## config.mk

```make
export PLATFORM = sky130hd
export DESIGN_NAME = grt_timing
export DESIGN_NICKNAME = d
export VERILOG_FILES = /design/src/grt_pkg.sv /design/src/grt_timing.sv
export SDC_FILE = /design/constraint.sdc
export NUM_CORES = 1
export LEC_CHECK = 0
export BUFFER_PORTS_ARGS = -buffer_cell sky130_fd_sc_hd__buf_2
export CAP_MARGIN = 20
export CORE_UTILIZATION = 50
export DETAILED_ROUTE_END_ITERATION = 7
export HOLD_SLACK_MARGIN = 0.05
export PLACE_DENSITY_LB_ADDON = 0.3
export REMOVE_ABC_BUFFERS = 1
export SYNTH_ARGS = -nofsm -noshare
export SYNTH_HDL_FRONTEND = slang
export SYNTH_SLANG_ARGS = --single-unit
```

## constraint.sdc

```tcl
create_clock -name sys_clk -period 2.25 [get_ports sys_clk]
set_input_delay 0.45 -clock sys_clk [delete_from_list [all_inputs] [get_ports sys_clk]]
set_output_delay 0.45 -clock sys_clk [all_outputs]
set_load 0.03 [all_outputs]
```

## src/grt_pkg.sv

```systemverilog
// constants, modes and configuration layout for ground ranging timing
// assumes a 125 MHz system clock; all users write grt_pkg::name
package grt_pkg;
    // ranging submodes selected by the radar data processor
    typedef enum logic [1:0] {
        GRT_ACQ = 2'b00,
        GRT_MONO = 2'b01,
        GRT_SPLIT = 2'b10
    } grt_submode_t;

    // event generator run states
    typedef enum logic [1:0] {
        GRT_IDLE = 2'b00,
        GRT_RUN = 2'b01,
        GRT_WAIT = 2'b10
    } grt_state_t;

    // static configuration word driven to radar and conditioner
    typedef struct packed {
        logic blank_en;
        logic short_pulse;
        logic guard_sel;
        logic az_el_sel;
        logic [1:0] ap_mode;
        logic [1:0] bw_ctl;
        logic [1:0] adc_mode;
        logic adc_toggle;
        logic mclk_sel;
        logic prepack_reorder;
        logic canceller_byp;
        logic compressor_byp;
        logic phase_comp_byp;
        logic [1:0] gain_sel;
        logic [2:0] stc_sel;
        logic split_interval;
    } grt_cfg_t;

    // timing, in ns, and derived cycle counts
    localparam int CLK_NS = 8;
    localparam int FULL_BIN_NS = 1000;
    localparam int HALF_BIN_NS = 500;
    localparam int FULL_BIN_CYC = FULL_BIN_NS / CLK_NS;
    localparam int HALF_BIN_CYC = HALF_BIN_NS / CLK_NS;
    localparam int PRI_FULL_NS = 1000000;
    localparam int PRI_BINS = PRI_FULL_NS / FULL_BIN_NS;
    localparam int PROG_LEAD_NS = 300000;
    localparam int LEAD_FULL = PROG_LEAD_NS / FULL_BIN_NS;
    localparam int LEAD_SPLIT = PROG_LEAD_NS / HALF_BIN_NS;

    // intervals per process cycle, sample spans, gain gate length
    localparam int PRIS_FULL = 8;
    localparam int PRIS_SPLIT = 16;
    localparam int SPAN_ACQ = 128;
    localparam int SPAN_MONO = 8;
    localparam int SPAN_SPLIT = 16;
    localparam int DIGITAL_GAIN_CONTROL_BINS = 128;

    // field codes
    localparam logic [1:0] AP_MODE_LOW = 2'h0;
    localparam logic [1:0] BW_500K = 2'h3;
    localparam logic [1:0] ADC_READ_BOTH = 2'h2;
    localparam logic [1:0] GAIN_CALC = 2'h0;
    localparam logic [2:0] STC_OFF = 3'h0;

    // event memory slots
    localparam int EM_START = 0;
    localparam int EM_END = 1;
    localparam int EM_REQ = 2;
    localparam int EM_LAST = 3;
    localparam int EM_SLOTS = 4;
endpackage

```

## src/grt_timing.sv

```systemverilog
// ground ranging interval and process event generators with static config
// assumes mode, range and load strobes come from logic on sys_clk
//
// Overview of operation
// - bin period 1 us, split track 0.5 us
// - transmit starts cycle, enables blanking pulse
// - alternate intervals delayed 500 ns in acq/mono
// - interval sync ends each 1 ms/0.5 ms cycle
// - process generator steps on each interval sync
// - process sync at first interval of cycle
// - process cycle 8 ms: 8 or 16 intervals
// - program request 300 us before cycle end
// - reload done switches memories, starts next cycle
// - host starts first cycle, then block self-governs
// - blanking enable and short pulse held high
// - guard in acq/split; difference, elevation in mono
// - mono phase select toggles every two intervals
// - analog mode 00, bandwidth 11 always
// - acq/mono: read both, four clocks, reorder
// - split: alternate channel, toggle, fifo, two clocks; adc mode stays read both
// - canceller, compressor, phase compensator bypassed
// - gain gate 128 bins, calculated gain, no stc
// - sample window spans 128, 8 or 16 bins
// - start follows coarse range; acq at bin zero
// - mono start at half range; odd adds half
module grt_timing #(
    parameter int CR_W = 10,
    parameter int BIN_W = 11
) (
    // clock, reset, enable
    input wire logic sys_clk,
    input wire logic arst_n,
    input wire logic clk_en,
    // host mode and range
    input wire grt_pkg::grt_submode_t submode,
    input wire logic [CR_W-1:0] coarse_range,
    input wire logic host_execute,
    input wire logic reload_complete,
    // interval events
    output logic transmit_pulse,
    output logic receiver_blank_pulse,
    output logic sample_start_pulse,
    output logic sample_end_pulse,
    output logic sample_window,
    output logic digital_gain_control_gate,
    output logic pulse_interval_sync,
    // process events
    output logic process_sync,
    output logic program_request,
    output logic osc_update,
    output logic execute_mode,
    output logic phase_select,
    output logic readout_channel,
    // static configuration
    output grt_pkg::grt_cfg_t cfg
);
    logic [1:0] rs_q;
    logic rst_n;
    grt_pkg::grt_state_t state_q;
    grt_pkg::grt_submode_t mode_q;
    logic odd_q;
    logic [BIN_W-1:0] em_q [grt_pkg::EM_SLOTS];
    logic [6:0] div_q;
    logic [BIN_W-1:0] bin_q;
    logic [3:0] pri_q;
    logic [1:0] fd_q;
    logic reload_seen_q;
    logic tick_full, tick_half, bin_tick, adv, at_last, pri_last;
    logic cycle_end, reload_ok, tx_fire;
    logic [BIN_W-1:0] bin_next;
    logic [3:0] pri_next;
    logic [BIN_W-1:0] ld [grt_pkg::EM_SLOTS];
    logic [BIN_W-1:0] em_use [grt_pkg::EM_SLOTS];
    grt_pkg::grt_submode_t nxt_mode;
    logic nxt_odd;
    logic [1:0] fd_now;

    // reset release through two flops
    always_ff @(posedge sys_clk or negedge arst_n) begin
        if (!arst_n) begin
            rs_q <= 2'h0;
        end else begin
            rs_q <= {rs_q[0], 1'b1};
        end
    end
    assign rst_n = rs_q[1];

    // staged event counts from host mode and range
    always_comb begin
        for (int i = 0; i < grt_pkg::EM_SLOTS; i++) begin
            ld[i] = '0;
        end
        ld[grt_pkg::EM_LAST] = BIN_W'(grt_pkg::PRI_BINS - 1);
        unique case (submode)
            grt_pkg::GRT_MONO: begin
                ld[grt_pkg::EM_START] = BIN_W'(coarse_range >> 1);
                ld[grt_pkg::EM_END] = BIN_W'(coarse_range >> 1)
                    + BIN_W'(grt_pkg::SPAN_MONO);
                ld[grt_pkg::EM_REQ] =
                    BIN_W'(grt_pkg::PRI_BINS - grt_pkg::LEAD_FULL);
            end
            grt_pkg::GRT_SPLIT: begin
                ld[grt_pkg::EM_START] = BIN_W'(coarse_range);
                ld[grt_pkg::EM_END] = BIN_W'(coarse_range)
                    + BIN_W'(grt_pkg::SPAN_SPLIT);
                ld[grt_pkg::EM_REQ] =
                    BIN_W'(grt_pkg::PRI_BINS - grt_pkg::LEAD_SPLIT);
            end
            default: begin
                ld[grt_pkg::EM_START] = '0;
                ld[grt_pkg::EM_END] = BIN_W'(grt_pkg::SPAN_ACQ);
                ld[grt_pkg::EM_REQ] =
                    BIN_W'(grt_pkg::PRI_BINS - grt_pkg::LEAD_FULL);
            end
        endcase
    end

    // counts in force for the coming bin: fresh ones apply at the wrap,
    // so bin zero of a new cycle already sees the new window
    always_comb begin
        for (int i = 0; i < grt_pkg::EM_SLOTS; i++) begin
            em_use[i] = cycle_end ? ld[i] : em_q[i];
        end
    end

    // bin ticks: full bin at phase 0, half bin at mid phase
    assign tick_full = state_q == grt_pkg::GRT_RUN && div_q == 7'h0;
    assign tick_half = state_q == grt_pkg::GRT_RUN
        && div_q == 7'(grt_pkg::HALF_BIN_CYC);
    assign bin_tick = tick_full
        | (tick_half & mode_q == grt_pkg::GRT_SPLIT);
    assign at_last = bin_q == em_q[grt_pkg::EM_LAST];
    assign pri_last = mode_q == grt_pkg::GRT_SPLIT
        ? pri_q == 4'(grt_pkg::PRIS_SPLIT - 1)
        : pri_q == 4'(grt_pkg::PRIS_FULL - 1);
    assign cycle_end = at_last & pri_last;
    assign reload_ok = reload_seen_q | reload_complete;
    assign adv = bin_tick & ~(cycle_end & ~reload_ok);
    assign bin_next = at_last ? '0 : bin_q + BIN_W'(1);
    assign pri_next = pri_last ? 4'h0 : pri_q + 4'h1;
    assign nxt_mode = cycle_end ? submode : mode_q;
    assign nxt_odd = cycle_end ? submode == grt_pkg::GRT_MONO
        && coarse_range[0] : odd_q;
    // fine delay in half bins for the interval about to begin
    assign fd_now = 2'((nxt_mode != grt_pkg::GRT_SPLIT) & pri_next[0])
        + 2'(nxt_odd);
    assign tx_fire = (adv & at_last & fd_now == 2'h0)
        | (tick_half & bin_q == '0 & fd_q == 2'h1)
        | (tick_full & bin_q == '0 & fd_q == 2'h2);

    // run state: host starts, reload completion resumes
    always_ff @(posedge sys_clk or negedge rst_n) begin
        if (!rst_n) begin
            state_q <= grt_pkg::GRT_IDLE;
        end else if (clk_en) begin
            unique case (state_q)
                grt_pkg::GRT_IDLE: begin
                    if (host_execute) begin
                        state_q <= grt_pkg::GRT_RUN;
                    end
                end
                grt_pkg::GRT_RUN: begin
                    if (bin_tick && cycle_end && !reload_ok) begin
                        state_q <= grt_pkg::GRT_WAIT;
                    end
                end
                grt_pkg::GRT_WAIT: begin
                    if (reload_complete) begin
                        state_q <= grt_pkg::GRT_RUN;
                    end
                end
                default: state_q <= grt_pkg::GRT_IDLE;
            endcase
        end
    end

    // reload seen flag; a new completion wins over the clear
    always_ff @(posedge sys_clk or negedge rst_n) begin
        if (!rst_n) begin
            reload_seen_q <= 1'b0;
        end else if (clk_en) begin
            if (reload_complete
                || (state_q == grt_pkg::GRT_IDLE && host_execute)) begin
                reload_seen_q <= 1'b1;
            end else if (adv && cycle_end) begin
                reload_seen_q <= 1'b0;
            end
        end
    end

    // event memory switched to new counts at each cycle wrap
    always_ff @(posedge sys_clk or negedge rst_n) begin
        if (!rst_n) begin
            mode_q <= grt_pkg::GRT_ACQ;
            odd_q <= 1'b0;
            for (int i = 0; i < grt_pkg::EM_SLOTS; i++) begin
                em_q[i] <= BIN_W'(grt_pkg::PRI_BINS - 1);
            end
        end else if (clk_en && adv && cycle_end) begin
            mode_q <= submode;
            odd_q <= nxt_odd;
            for (int i = 0; i < grt_pkg::EM_SLOTS; i++) begin
                em_q[i] <= ld[i];
            end
        end
    end

    // bin clock divider, runs only while executing
    always_ff @(posedge sys_clk or negedge rst_n) begin
        if (!rst_n) begin
            div_q <= 7'h0;
        end else if (clk_en) begin
            if (state_q != grt_pkg::GRT_RUN
                || div_q == 7'(grt_pkg::FULL_BIN_CYC - 1)) begin
                div_q <= 7'h0;
            end else begin
                div_q <= div_q + 7'h1;
            end
        end
    end

    // interval and process counters; idle parks both on last
    always_ff @(posedge sys_clk or negedge rst_n) begin
        if (!rst_n) begin
            bin_q <= BIN_W'(grt_pkg::PRI_BINS - 1);
            pri_q <= 4'(grt_pkg::PRIS_FULL - 1);
            fd_q <= 2'h0;
        end else if (clk_en && adv) begin
            bin_q <= bin_next;
            if (at_last) begin
                pri_q <= pri_next;
                fd_q <= fd_now;
            end
        end
    end

    // interval event pulses and windows
    always_ff @(posedge sys_clk or negedge rst_n) begin
        if (!rst_n) begin
            transmit_pulse <= 1'b0;
            sample_start_pulse <= 1'b0;
            sample_end_pulse <= 1'b0;
            sample_window <= 1'b0;
            digital_gain_control_gate <= 1'b0;
            pulse_interval_sync <= 1'b0;
        end else if (clk_en) begin
            transmit_pulse <= tx_fire;
            pulse_interval_sync <= adv & at_last;
            sample_start_pulse <= adv
                & bin_next == em_use[grt_pkg::EM_START];
            sample_end_pulse <= adv & bin_next == em_use[grt_pkg::EM_END];
            if (adv && bin_next == em_use[grt_pkg::EM_START]) begin
                sample_window <= 1'b1;
            end else if (adv && bin_next == em_use[grt_pkg::EM_END]) begin
                sample_window <= 1'b0;
            end
            if (adv && at_last) begin
                digital_gain_control_gate <= 1'b1;
            end else if (adv && bin_next == BIN_W'(grt_pkg::DIGITAL_GAIN_CONTROL_BINS)) begin
                digital_gain_control_gate <= 1'b0;
            end
        end
    end
    assign receiver_blank_pulse = transmit_pulse;

    // process generator outputs, stepped by interval sync
    always_ff @(posedge sys_clk or negedge rst_n) begin
        if (!rst_n) begin
            process_sync <= 1'b0;
            osc_update <= 1'b0;
            program_request <= 1'b0;
            phase_select <= 1'b0;
            readout_channel <= 1'b0;
        end else if (clk_en) begin
            process_sync <= adv & cycle_end;
            osc_update <= adv & at_last;
            if (adv && cycle_end) begin
                program_request <= 1'b0;
            end else if (adv && pri_last
                && bin_next == em_q[grt_pkg::EM_REQ]) begin
                program_request <= 1'b1;
            end
            if (adv && at_last) begin
                phase_select <= nxt_mode == grt_pkg::GRT_MONO
                    && pri_next[1];
                readout_channel <= nxt_mode == grt_pkg::GRT_SPLIT
                    && pri_next[0];
            end
        end
    end
    assign execute_mode = state_q == grt_pkg::GRT_RUN;

    // static configuration from the active submode
    always_ff @(posedge sys_clk or negedge rst_n) begin
        if (!rst_n) begin
            cfg <= '0;
        end else if (clk_en) begin
            cfg.blank_en <= 1'b1;
            cfg.short_pulse <= 1'b1;
            cfg.guard_sel <= mode_q != grt_pkg::GRT_MONO;
            cfg.az_el_sel <= 1'b1;
            cfg.ap_mode <= grt_pkg::AP_MODE_LOW;
            cfg.bw_ctl <= grt_pkg::BW_500K;
            cfg.adc_mode <= grt_pkg::ADC_READ_BOTH;
            cfg.adc_toggle <= mode_q == grt_pkg::GRT_SPLIT;
            cfg.mclk_sel <= mode_q == grt_pkg::GRT_SPLIT;
            cfg.prepack_reorder <= mode_q != grt_pkg::GRT_SPLIT;
            cfg.canceller_byp <= 1'b1;
            cfg.compressor_byp <= 1'b1;
            cfg.phase_comp_byp <= 1'b1;
            cfg.gain_sel <= grt_pkg::GAIN_CALC;
            cfg.stc_sel <= grt_pkg::STC_OFF;
            cfg.split_interval <= mode_q == grt_pkg::GRT_SPLIT;
        end
    end

    // checks on the generated timing
    property p_split_bin;
        @(posedge sys_clk) disable iff (!rst_n)
        $past(clk_en) |-> cfg.split_interval
            == $past(mode_q == grt_pkg::GRT_SPLIT);
    endproperty
    a_split_bin: assert property (p_split_bin)
        else $error("bin period select wrong");
    property p_sync_gap;
        @(posedge sys_clk) disable iff (!rst_n)
        pulse_interval_sync |=> !pulse_interval_sync [*8];
    endproperty
    a_sync_gap: assert property (p_sync_gap)
        else $error("interval syncs too close");
    property p_osc_step;
        @(posedge sys_clk) disable iff (!rst_n)
        osc_update == pulse_interval_sync;
    endproperty
    a_osc_step: assert property (p_osc_step)
        else $error("oscillator update off interval sync");
    property p_proc_sync;
        @(posedge sys_clk) disable iff (!rst_n)
        process_sync |-> pulse_interval_sync && pri_q == 4'h0;
    endproperty
    a_proc_sync: assert property (p_proc_sync)
        else $error("process sync not at first interval");
    property p_req_end;
        @(posedge sys_clk) disable iff (!rst_n)
        $fell(program_request) |-> process_sync;
    endproperty
    a_req_end: assert property (p_req_end)
        else $error("program request not ended by cycle wrap");
    property p_phase;
        @(posedge sys_clk) disable iff (!rst_n)
        $changed(phase_select) |-> pulse_interval_sync
            && (pri_q[0] == 1'b0);
    endproperty
    a_phase: assert property (p_phase)
        else $error("phase select changed off pair boundary");
    property p_static;
        @(posedge sys_clk) disable iff (!rst_n)
        $past(clk_en) && $past(rst_n) |-> cfg.blank_en && cfg.short_pulse
            && cfg.canceller_byp && cfg.compressor_byp
            && cfg.phase_comp_byp && cfg.bw_ctl == grt_pkg::BW_500K;
    endproperty
    a_static: assert property (p_static)
        else $error("static configuration bit wrong");
    property p_mono_ant;
        @(posedge sys_clk) disable iff (!rst_n)
        $past(clk_en) && $past(rst_n) && $past(mode_q == grt_pkg::GRT_MONO)
            |-> !cfg.guard_sel && cfg.az_el_sel && cfg.prepack_reorder;
    endproperty
    a_mono_ant: assert property (p_mono_ant)
        else $error("monopulse antenna setting wrong");
    property p_window;
        @(posedge sys_clk) disable iff (!rst_n)
        sample_start_pulse && !sample_end_pulse |-> sample_window;
    endproperty
    a_window: assert property (p_window)
        else $error("sample window not opened");
    c_proc: cover property (@(posedge sys_clk) process_sync);
    c_req: cover property (@(posedge sys_clk) $rose(program_request));
    c_wait: cover property (@(posedge sys_clk)
        state_q == grt_pkg::GRT_WAIT);
endmodule

```

# Word level (Yosys, flattened, before mapping)
# Cells that the tools add are included.
dict set report word_totals {
  mem_bits_rw 0
  wordCells 134
  reg_bits 80
  romBits 0
  n_memories 0
  out_inout_bits 35
  latchBits 0
  inputBits 17
}
dict set report op_classes {
  n_lt_le_gt_ge 0
  muxes 21
  eq_ne 25
  multipliers 0
  add_sub_neg 6
  n_reduce_logical 35
  bitwise 20
  shifts 0
  div 0
}
# cell count
set op_table {}
lappend op_table {{$pmux W32 S2} 1}
lappend op_table {{$eq A11 B11 Y1} 3}
lappend op_table {{$mux W11} 3}
lappend op_table {{$logic_and A1 B1 Y1} 17}
lappend op_table {{$and A1 B1 Y1} 14}
lappend op_table {{$reduce_and A2 Y1} 6}
lappend op_table {{$add A10 B5 Y11 const B} 1}
lappend op_table {{$add A11 B1 Y11 const B} 1}
lappend op_table {{$eq A11 B10 Y1 const B} 1}
lappend op_table {{$eq A11 B8 Y1 const B} 1}
lappend op_table {{$logic_not A11 Y1} 1}
lappend op_table {{$add A9 B4 Y10 const B} 1}
lappend op_table {{$eq A2 B2 Y1 const B} 5}
lappend op_table {{$mux W1} 10}
lappend op_table {{$eq A2 B1 Y1 const B} 4}
lappend op_table {{$mux W2} 4}
lappend op_table {{$ne A2 B2 Y1 const B} 4}
lappend op_table {{$reduce_bool A2 Y1} 4}
lappend op_table {{$add A7 B1 Y7 const B} 1}
lappend op_table {{$eq A7 B6 Y1 const B} 1}
lappend op_table {{$eq A7 B7 Y1 const B} 1}
lappend op_table {{$logic_not A7 Y1} 1}
lappend op_table {{$mux W7} 1}
lappend op_table {{$ne A2 B1 Y1 const B} 3}
lappend op_table {{12 further kinds} 18}

# Depth between registers and ports, before layout
# Gate-level depths: netlist (run 1).
dict set report logic_depth {
  ltp_word 11
  depth_mapped 13
  depth_no_buf 10
}

# Worst setup path before layout (run 1)
# No wires, ideal clock.
dict set report synth_path {
  kind {reg-to-reg}
  from {reg bin_q[6]}
  to {reg sample_window}
  setup_time_ns 0.078
  t_required_ns 2.172
  path_slack_ns -0.692
  path_stages_with_launch 11
  n_path_buf 2
  period_less_slack_ns 2.942
  arrival_time_ns 2.864
  path_cell_list {dfstp_2 clkbuf_1 nand4_1 or3_1 buf_2 nor3_4 mux2i_1 xnor2_1 or4_4 nor4_4 o21bai_1}
}
dict set report synth_between {
  elab_chain_cells 8
  word_cells_on_any_way 16
  cone_classes {1 x add/sub; 3 x eq/ne; 4 x mux; 4 x bitwise; 4 x reduce/logical}
}
# element line
set synth_lines {}
lappend synth_lines {{start: declaration} grt_timing.sv:64} ;# logic [BIN_W-1:0] bin_q;
lappend synth_lines {{start signal: assignment} grt_timing.sv:225} ;# bin_q <= BIN_W'(grt_pkg::PRI_BINS - 1);
lappend synth_lines {{start signal: assignment} grt_timing.sv:229} ;# bin_q <= bin_next;
lappend synth_lines {{branches (longest 8 deep; another with $add A11 B1 Y11)} n/a}
lappend synth_lines {{end signal: assignment} grt_timing.sv:243} ;# sample_window <= 1'b0;
lappend synth_lines {{end signal: assignment} grt_timing.sv:253} ;# sample_window <= 1'b1;
lappend synth_lines {{end signal: assignment} grt_timing.sv:255} ;# sample_window <= 1'b0;
lappend synth_lines {{end: declaration} grt_timing.sv:44} ;# output logic sample_window,
# Parallel ways; which one is timed is not known.
# A chain may end at the register's enable or synchronous reset.

# Final worst setup path (run 1)
dict set report layout_path {
  from {reg bin_q[0]}
  to {reg sample_window}
}
# Same word-level chain as after synthesis.

==> flow_summary.json, run 1 <==
{
  "worst_pin_slew_ps": 570,
  "wl_per_cell_um": 17.5,
  "tritoncts": "yes",
  "rsz0062_at_grt": "yes",
  "netlist_area_mm2": 0.00427,
  "num_rows": 33,
  "power_density_mw_per_mm2": 689,
  "fin_crit_sh_pct": 130,
  "met2_usage_pct": 47.5,
  "ys_seq_area_share_pct": 41.2,
  "ys_ff_latch": 69,
  "wirelength_um": 12800,
  "synth.top_cell.area_share_pct": 24.6,
  "clk_pin_slew_ps": 80,
  "die_width_um": 94.4,
  "path_class": "register to register",
  "syn_area_per_cell_um2": 9.12,
  "gr-total-overflow": 0,
  "synth_area_leaders": "dfrtp_1 25%, dfstp_2 17%, nand2_1 6.9%",
  "syn_to_final_growth_pct": 40.6,
  "busiest_layer": "met2",
  "synth_top_flop_cell": "dfrtp_1",
  "min_period_ps": 2920,
  "gp_congestion": 0.888,
  "routed_via_density": 5.64,
  "port_buffers": 43,
  "antenna_found_initial": 0,
  "max_freq_ghz": 0.343,
  "root_buffer": "clkbuf_8",
  "required_ps": 2530,
  "cp.arrival_ps": 3200,
  "numClockSinks": 69,
  "timing.final.ws_setup_ps": -669,
  "min_path_type": "register to asynchronous set/reset pin",
  "yosysWarnings": 0,
  "finalSetupViolations": 56,
  "finClkSkew_ps": 10.3,
  "cp-end-kind": "register",
  "hold_violations": 0,
  "critical_path.startpoint": "bin_q[0]",
  "remaining_drc_errors": 0,
  "critPathLaunchType": "register",
  "yosys-top-cells-count": "79 x nand2_1, 42 x dfrtp_1, 27 x dfstp_2, 27 x nor2_1, 25 x o21ai_0",
  "syn_inst": 468,
  "first_pass_iters": 5,
  "num_antenna_cells": 0,
  "coreArea_mm2": 0.00826,
  "violations": "setup timing",
  "clkLatencyLatePin_ps": 360,
  "ctsHtreeMaxLevel": 3,
  "met3_usage_pct": 5.23,
  "cts.path.max_buffers": 2,
  "grt_pass1_vias": 3939,
  "drv_slew": 0,
  "grt_pass1_wl_um": 18900,
  "drt_iter0_drc": 189,
  "leakagePower_nw": 2.82,
  "async_flop_share_pct": 100,
  "yosysMostFrequentCell": "nand2_1",
  "r2r_start": "bin_q[0]",
  "final_cell_area_mm2": 0.00600,
  "io_pins": 52,
  "stdcell_count": 731,
  "grt_max_degree": 30,
  "slew_headroom_pct": 61.5,
  "dpl.hpwl_um": 8790,
  "rr_worst_depth": 10,
  "drtAntennaViolNets": 0,
  "die_area_mm2": 0.00891,
  "fp.dieH_um": 94.4,
  "num_vias": 4125,
  "synth_area_leader_cell": "dfrtp_1",
  "status": "finished, violations left",
  "final_nets": 651,
  "start_util_pct": 51.7,
  "placed_cells": 695,
  "r2r_slack_ps": -670,
  "gr-usage-all-layers_pct": 28.3,
  "synth_cell_types": 58,
  "synth_edf_count": 0,
  "r2r-end": "sample_window",
  "power_mw": 4.13,
  "met1_usage_pct": 35.3,
  "cts_inserted_buffers": 9,
  "critPathMaxFanout": 3,
  "place_area_mm2": 0.00526,
  "ir_drop_mv": 0.294,
  "max_cap_viol_count": 0,
  "drive_gt1_share_pct": 44.7
}
-- layout by cell type, fill, tap and decap left out, types with 10 or more instances in the layout --
| master | count |
|---|---|
| mux2i_1 | 10 |
| mux2_2 | 14 |
| o21ai_0 | 16 |
| buf_2 | 43 |
| a21o_1 | 10 |
| buf_4 | 113 |
| a22oi_1 | 11 |
| buf_6 | 10 |
| xnor2_1 | 12 |
| xor2_1 | 17 |
| nand3_1 | 14 |
| ha_1 | 12 |
| inv_1 | 15 |
| dfstp_2 | 27 |
| nor2_1 | 22 |
| dfrtp_1 | 41 |
| a21oi_1 | 11 |
| nand2_1 | 75 |
-- kinds of logic after synthesis --
logic type	count (synthesis)	synth area share, %
buffers and inverters	56	7.03
muxes	27	6.74
DFF	69	41.2
adders and majority gates	13	3.81
other	2	0.176
and+or+nand+nor	181	20.9
xor gates and xnor gates	32	6.57
AOI/OAI and AO/OA	88	13.6
-- how the worst max path moves through the flow --
stage,to
6_report,sample_window
3_5_place_dp,sample_window
5_1_grt,sample_window
4_1_cts,sample_window
3_3_place_gp,sample_window
2_1_floorplan,em_q[26]
-- critical path, cell delays in order, from the launching register on --
cell      delay (ps)
dfstp_2          570
ha_4             150
nand3_4           70
or3_4            410
nor3_4           240
buf_6            140
mux2i_1          200
xor2_1           100
or4_4            500
nor4_4           310
o21bai_1         150
-- metal layers --
metal	vias up	share of wire [%]
li1	1923	-
met1	1998	41
met2	160	50
met3	44	5.2
met4	0	4.3
met5	-	0
-- cell type report --
cell class                 count  area [um^2]
multi-input combinational    350         2510
fill                         586         2260
sequential                    69         1760
timing repair buffer         176         1350
tap                          105          131
clock buffer                  10          128
clock inverter                 6         63.8
inverter                      15         56.3
-- through the flow --
| step | hold WS (ps) | util (%) | setup TNS (ps) | setup WS, ps |
|---|---|---|---|---|
| after floorplan | 154 | - | -47670 | -1200 |
| after global placement | 237 | 63.7 | -19440 | -568 |
| after detailed placement | 237 | 63.7 | -21010 | -592 |
| after CTS | 268 | 68.4 | -16940 | -508 |
| after global routing | 308 | 72.7 | -31530 | -771 |
| final | 251 | 72.7 | -28610 | -669 |
-- flip-flops by register name, indices dropped and copies added, names as in the netlist, 2 cells and up --
signal	cells
bin_q	11
cfg	4
div_q	7
em_q	23
fd_q	2
mode_q	2
pri_q	4
rs_q	2
state_q	2
-- where the power goes --
| group | switching (mW) | internal [mW] |
|---|---|---|
| Sequential | 0.0891 | 1.36 |
| Combinational | 0.887 | 0.789 |
| Clock | 0.496 | 0.510 |
| Total | 1.47 | 2.66 |
-- repair_timing --
action,4_1_cts,5_1_grt
buffers inserted,5,12
hold endpoints to repair,2,0
pin swaps,8,16
endpoints found under the setup margin,56,56
gates cloned,0,2
hold buffers,1,0
gates resized for setup,32,50
Note: power is estimated with default switching activity, not from simulation.
==> run 2, diff against run 1 <==
GPL_TIMING_DRIVEN = 0   (was not set)
==> flow_summary.json, run 2 (same netlist as run 1, synthesis figures left out) <==
{
  "status": "finished, violations left",
  "violations": "setup timing",
  "drt_iter0_drc": 328,
  "io_pins": 52,
  "max_freq_ghz": 0.332,
  "finalSetupViolations": 56,
  "layout_common_cells": "53 x nand2_1, 43 x buf_2, 39 x dfrtp_1",
  "root_buffer": "clkbuf_8",
  "drv_slew": 0,
  "crit_path_end": "sample_window",
  "antenna_found_initial": 0,
  "ctsHtreeMaxLevel": 3,
  "first_pass_iters": 5,
  "max_stage_delay_ps": 510,
  "place_area_mm2": 0.00441,
  "path_class": "register to register",
  "timing.final.ws_setup_ps": -761,
  "critPathLaunchType": "register",
  "dpl.hpwl_um": 6700,
  "cp-end-kind": "register",
  "fillCellCount": 590,
  "gr-total-overflow": 0,
  "r2r_start": "bin_q[3]",
  "required_ps": 2540,
  "ir_drop_mv": 0.428,
  "tritoncts": "yes",
  "num_vias": 3998,
  "regArea_mm2": 0.00177,
  "gp_congestion": 0.839,
  "cts_inserted_buffers": 9,
  "remaining_drc_errors": 0,
  "num_rows": 33,
  "fp.dieH_um": 94.4,
  "die_width_um": 94.4,
  "start_util_pct": 51.7,
  "leakagePower_nw": 2.52,
  "utilization_pct": 69.7,
  "grt_pass1_wl_um": 19300,
  "wl_per_cell_um": 20.0,
  "rsz0062_at_grt": "yes",
  "drtAntennaViolNets": 0,
  "min_period_ps": 3010,
  "worst_pin_slew_ps": 872,
  "wirelength_um": 13100,
  "r2r-end": "sample_window",
  "die_area_mm2": 0.00891,
  "worst_path_most_repeated_cell": "or3_4",
  "critPathSlowestCell": "or4_4",
  "top_regs": "em_q x23, bin_q x11, div_q x7",
  "rr_worst_depth": 9,
  "gr-usage-all-layers_pct": 28.9,
  "syn_to_final_growth_pct": 34.8,
  "clk_pin_slew_ps": 90,
  "cp.arrival_ps": 3300,
  "port_buffers": 43,
  "critPathMaxFanout": 6,
  "critical_path.startpoint": "bin_q[3]",
  "cts.path.max_buffers": 2,
  "hold_violations": 0,
  "largest_reg_flops": 23,
  "final_cell_area_mm2": 0.00576,
  "num_antenna_cells": 0,
  "regMostFlops": "em_q",
  "routed_via_density": 6.09,
  "crit_chain": "or3_4 > or3_4 > nor3_4 > buf_12 > mux2i_4 > xor2_1 > or4_4 > nor4_4 > o21bai_1",
  "min_path_type": "register to register",
  "max_cap_viol_count": 0,
  "numClockSinks": 69,
  "slew_headroom_pct": 41.9,
  "clkLatencyLatePin_ps": 360,
  "multiInputGateArea_mm2": 0.00275,
  "coreArea_mm2": 0.00826,
  "grt_pass1_vias": 3864,
  "grt_max_degree": 68,
  "fin_crit_sh_pct": 134,
  "layout_commonest_cell": "nand2_1",
  "finClkSkew_ps": 14.1,
  "final_nets": 577,
  "power_density_mw_per_mm2": 736,
  "r2r_slack_ps": -760,
  "power_mw": 4.23,
  "drive_gt1_share_pct": 44.4
}
run 2: worst max-delay path: cells and delay by family, from the launching register on:
kind            cells  cell delay (ps)
simple gates        5             1850
flops               1              420
mux                 1              230
buf+inv             1              170
compound gates      1              160
xor+xnor            1              100
run 2: area by class of cell:
cell class / instances / share of cell area (%)
Tap cell: 105 / 2.28
Sequential cell: 69 / 30.7
Multi-Input combinational cell: 353 / 47.8
Inverter: 15 / 0.978
Clock buffer: 11 / 2.63
Timing Repair Buffer: 99 / 13.8
Clock inverter: 5 / 1.85
run 2: how the worst min path moves through the flow:
stage	start	endpoint	slack, ps	depth (start not counted)
5_1_grt	rs_q[0]	rs_q[1]	370	0
3_3_place_gp	arst_n	rs_q[0]	240	1
6_report	rs_q[0]	rs_q[1]	360	0
2_1_floorplan	arst_n	rs_q[0]	150	0
4_1_cts	rs_q[0]	rs_q[1]	370	0
3_5_place_dp	arst_n	rs_q[0]	240	1
run 2: metrics by stage:
| step | TNS [ps] | worst slack, ps | hold slack (ps) | cells |
|---|---|---|---|---|
| 4_1_cts | -21610 | -668 | 366 | 652 |
| 6_report | -23520 | -761 | 362 | 657 |
| 5_1_grt | -25360 | -816 | 375 | 657 |
| 3_3_place_gp | -113240 | -2190 | 235 | 582 |
| 2_1_floorplan | -47670 | -1200 | 154 | 434 |
| 3_5_place_dp | -71760 | -1590 | 236 | 582 |
run 2: power by group:
part	switching (mW)	internal, mW
combinational	0.828	0.574
clock	0.520	0.799
sequential	0.148	1.37
run 2: per-layer routing:
metal | vias to the layer above | GRT usage, % | part of all wire, %
met5 | - | 0 | 0
met3 | 55 | 5.23 | 5.4
met4 | 0 | 16.3 | 4.1
li1 | 1765 | - | -
met1 | 1986 | 36.6 | 41
met2 | 192 | 46.5 | 50
run 2: timing repair:
action | in CTS | in global routing
setup buffers | 52 | 12
gates resized for setup | 109 | 45
hold buffers | 1 | 0
gates cloned | 4 | 0
hold endpoints to repair | 2 | 0
setup endpoints to repair | 56 | 56
pin swaps | 47 | 28
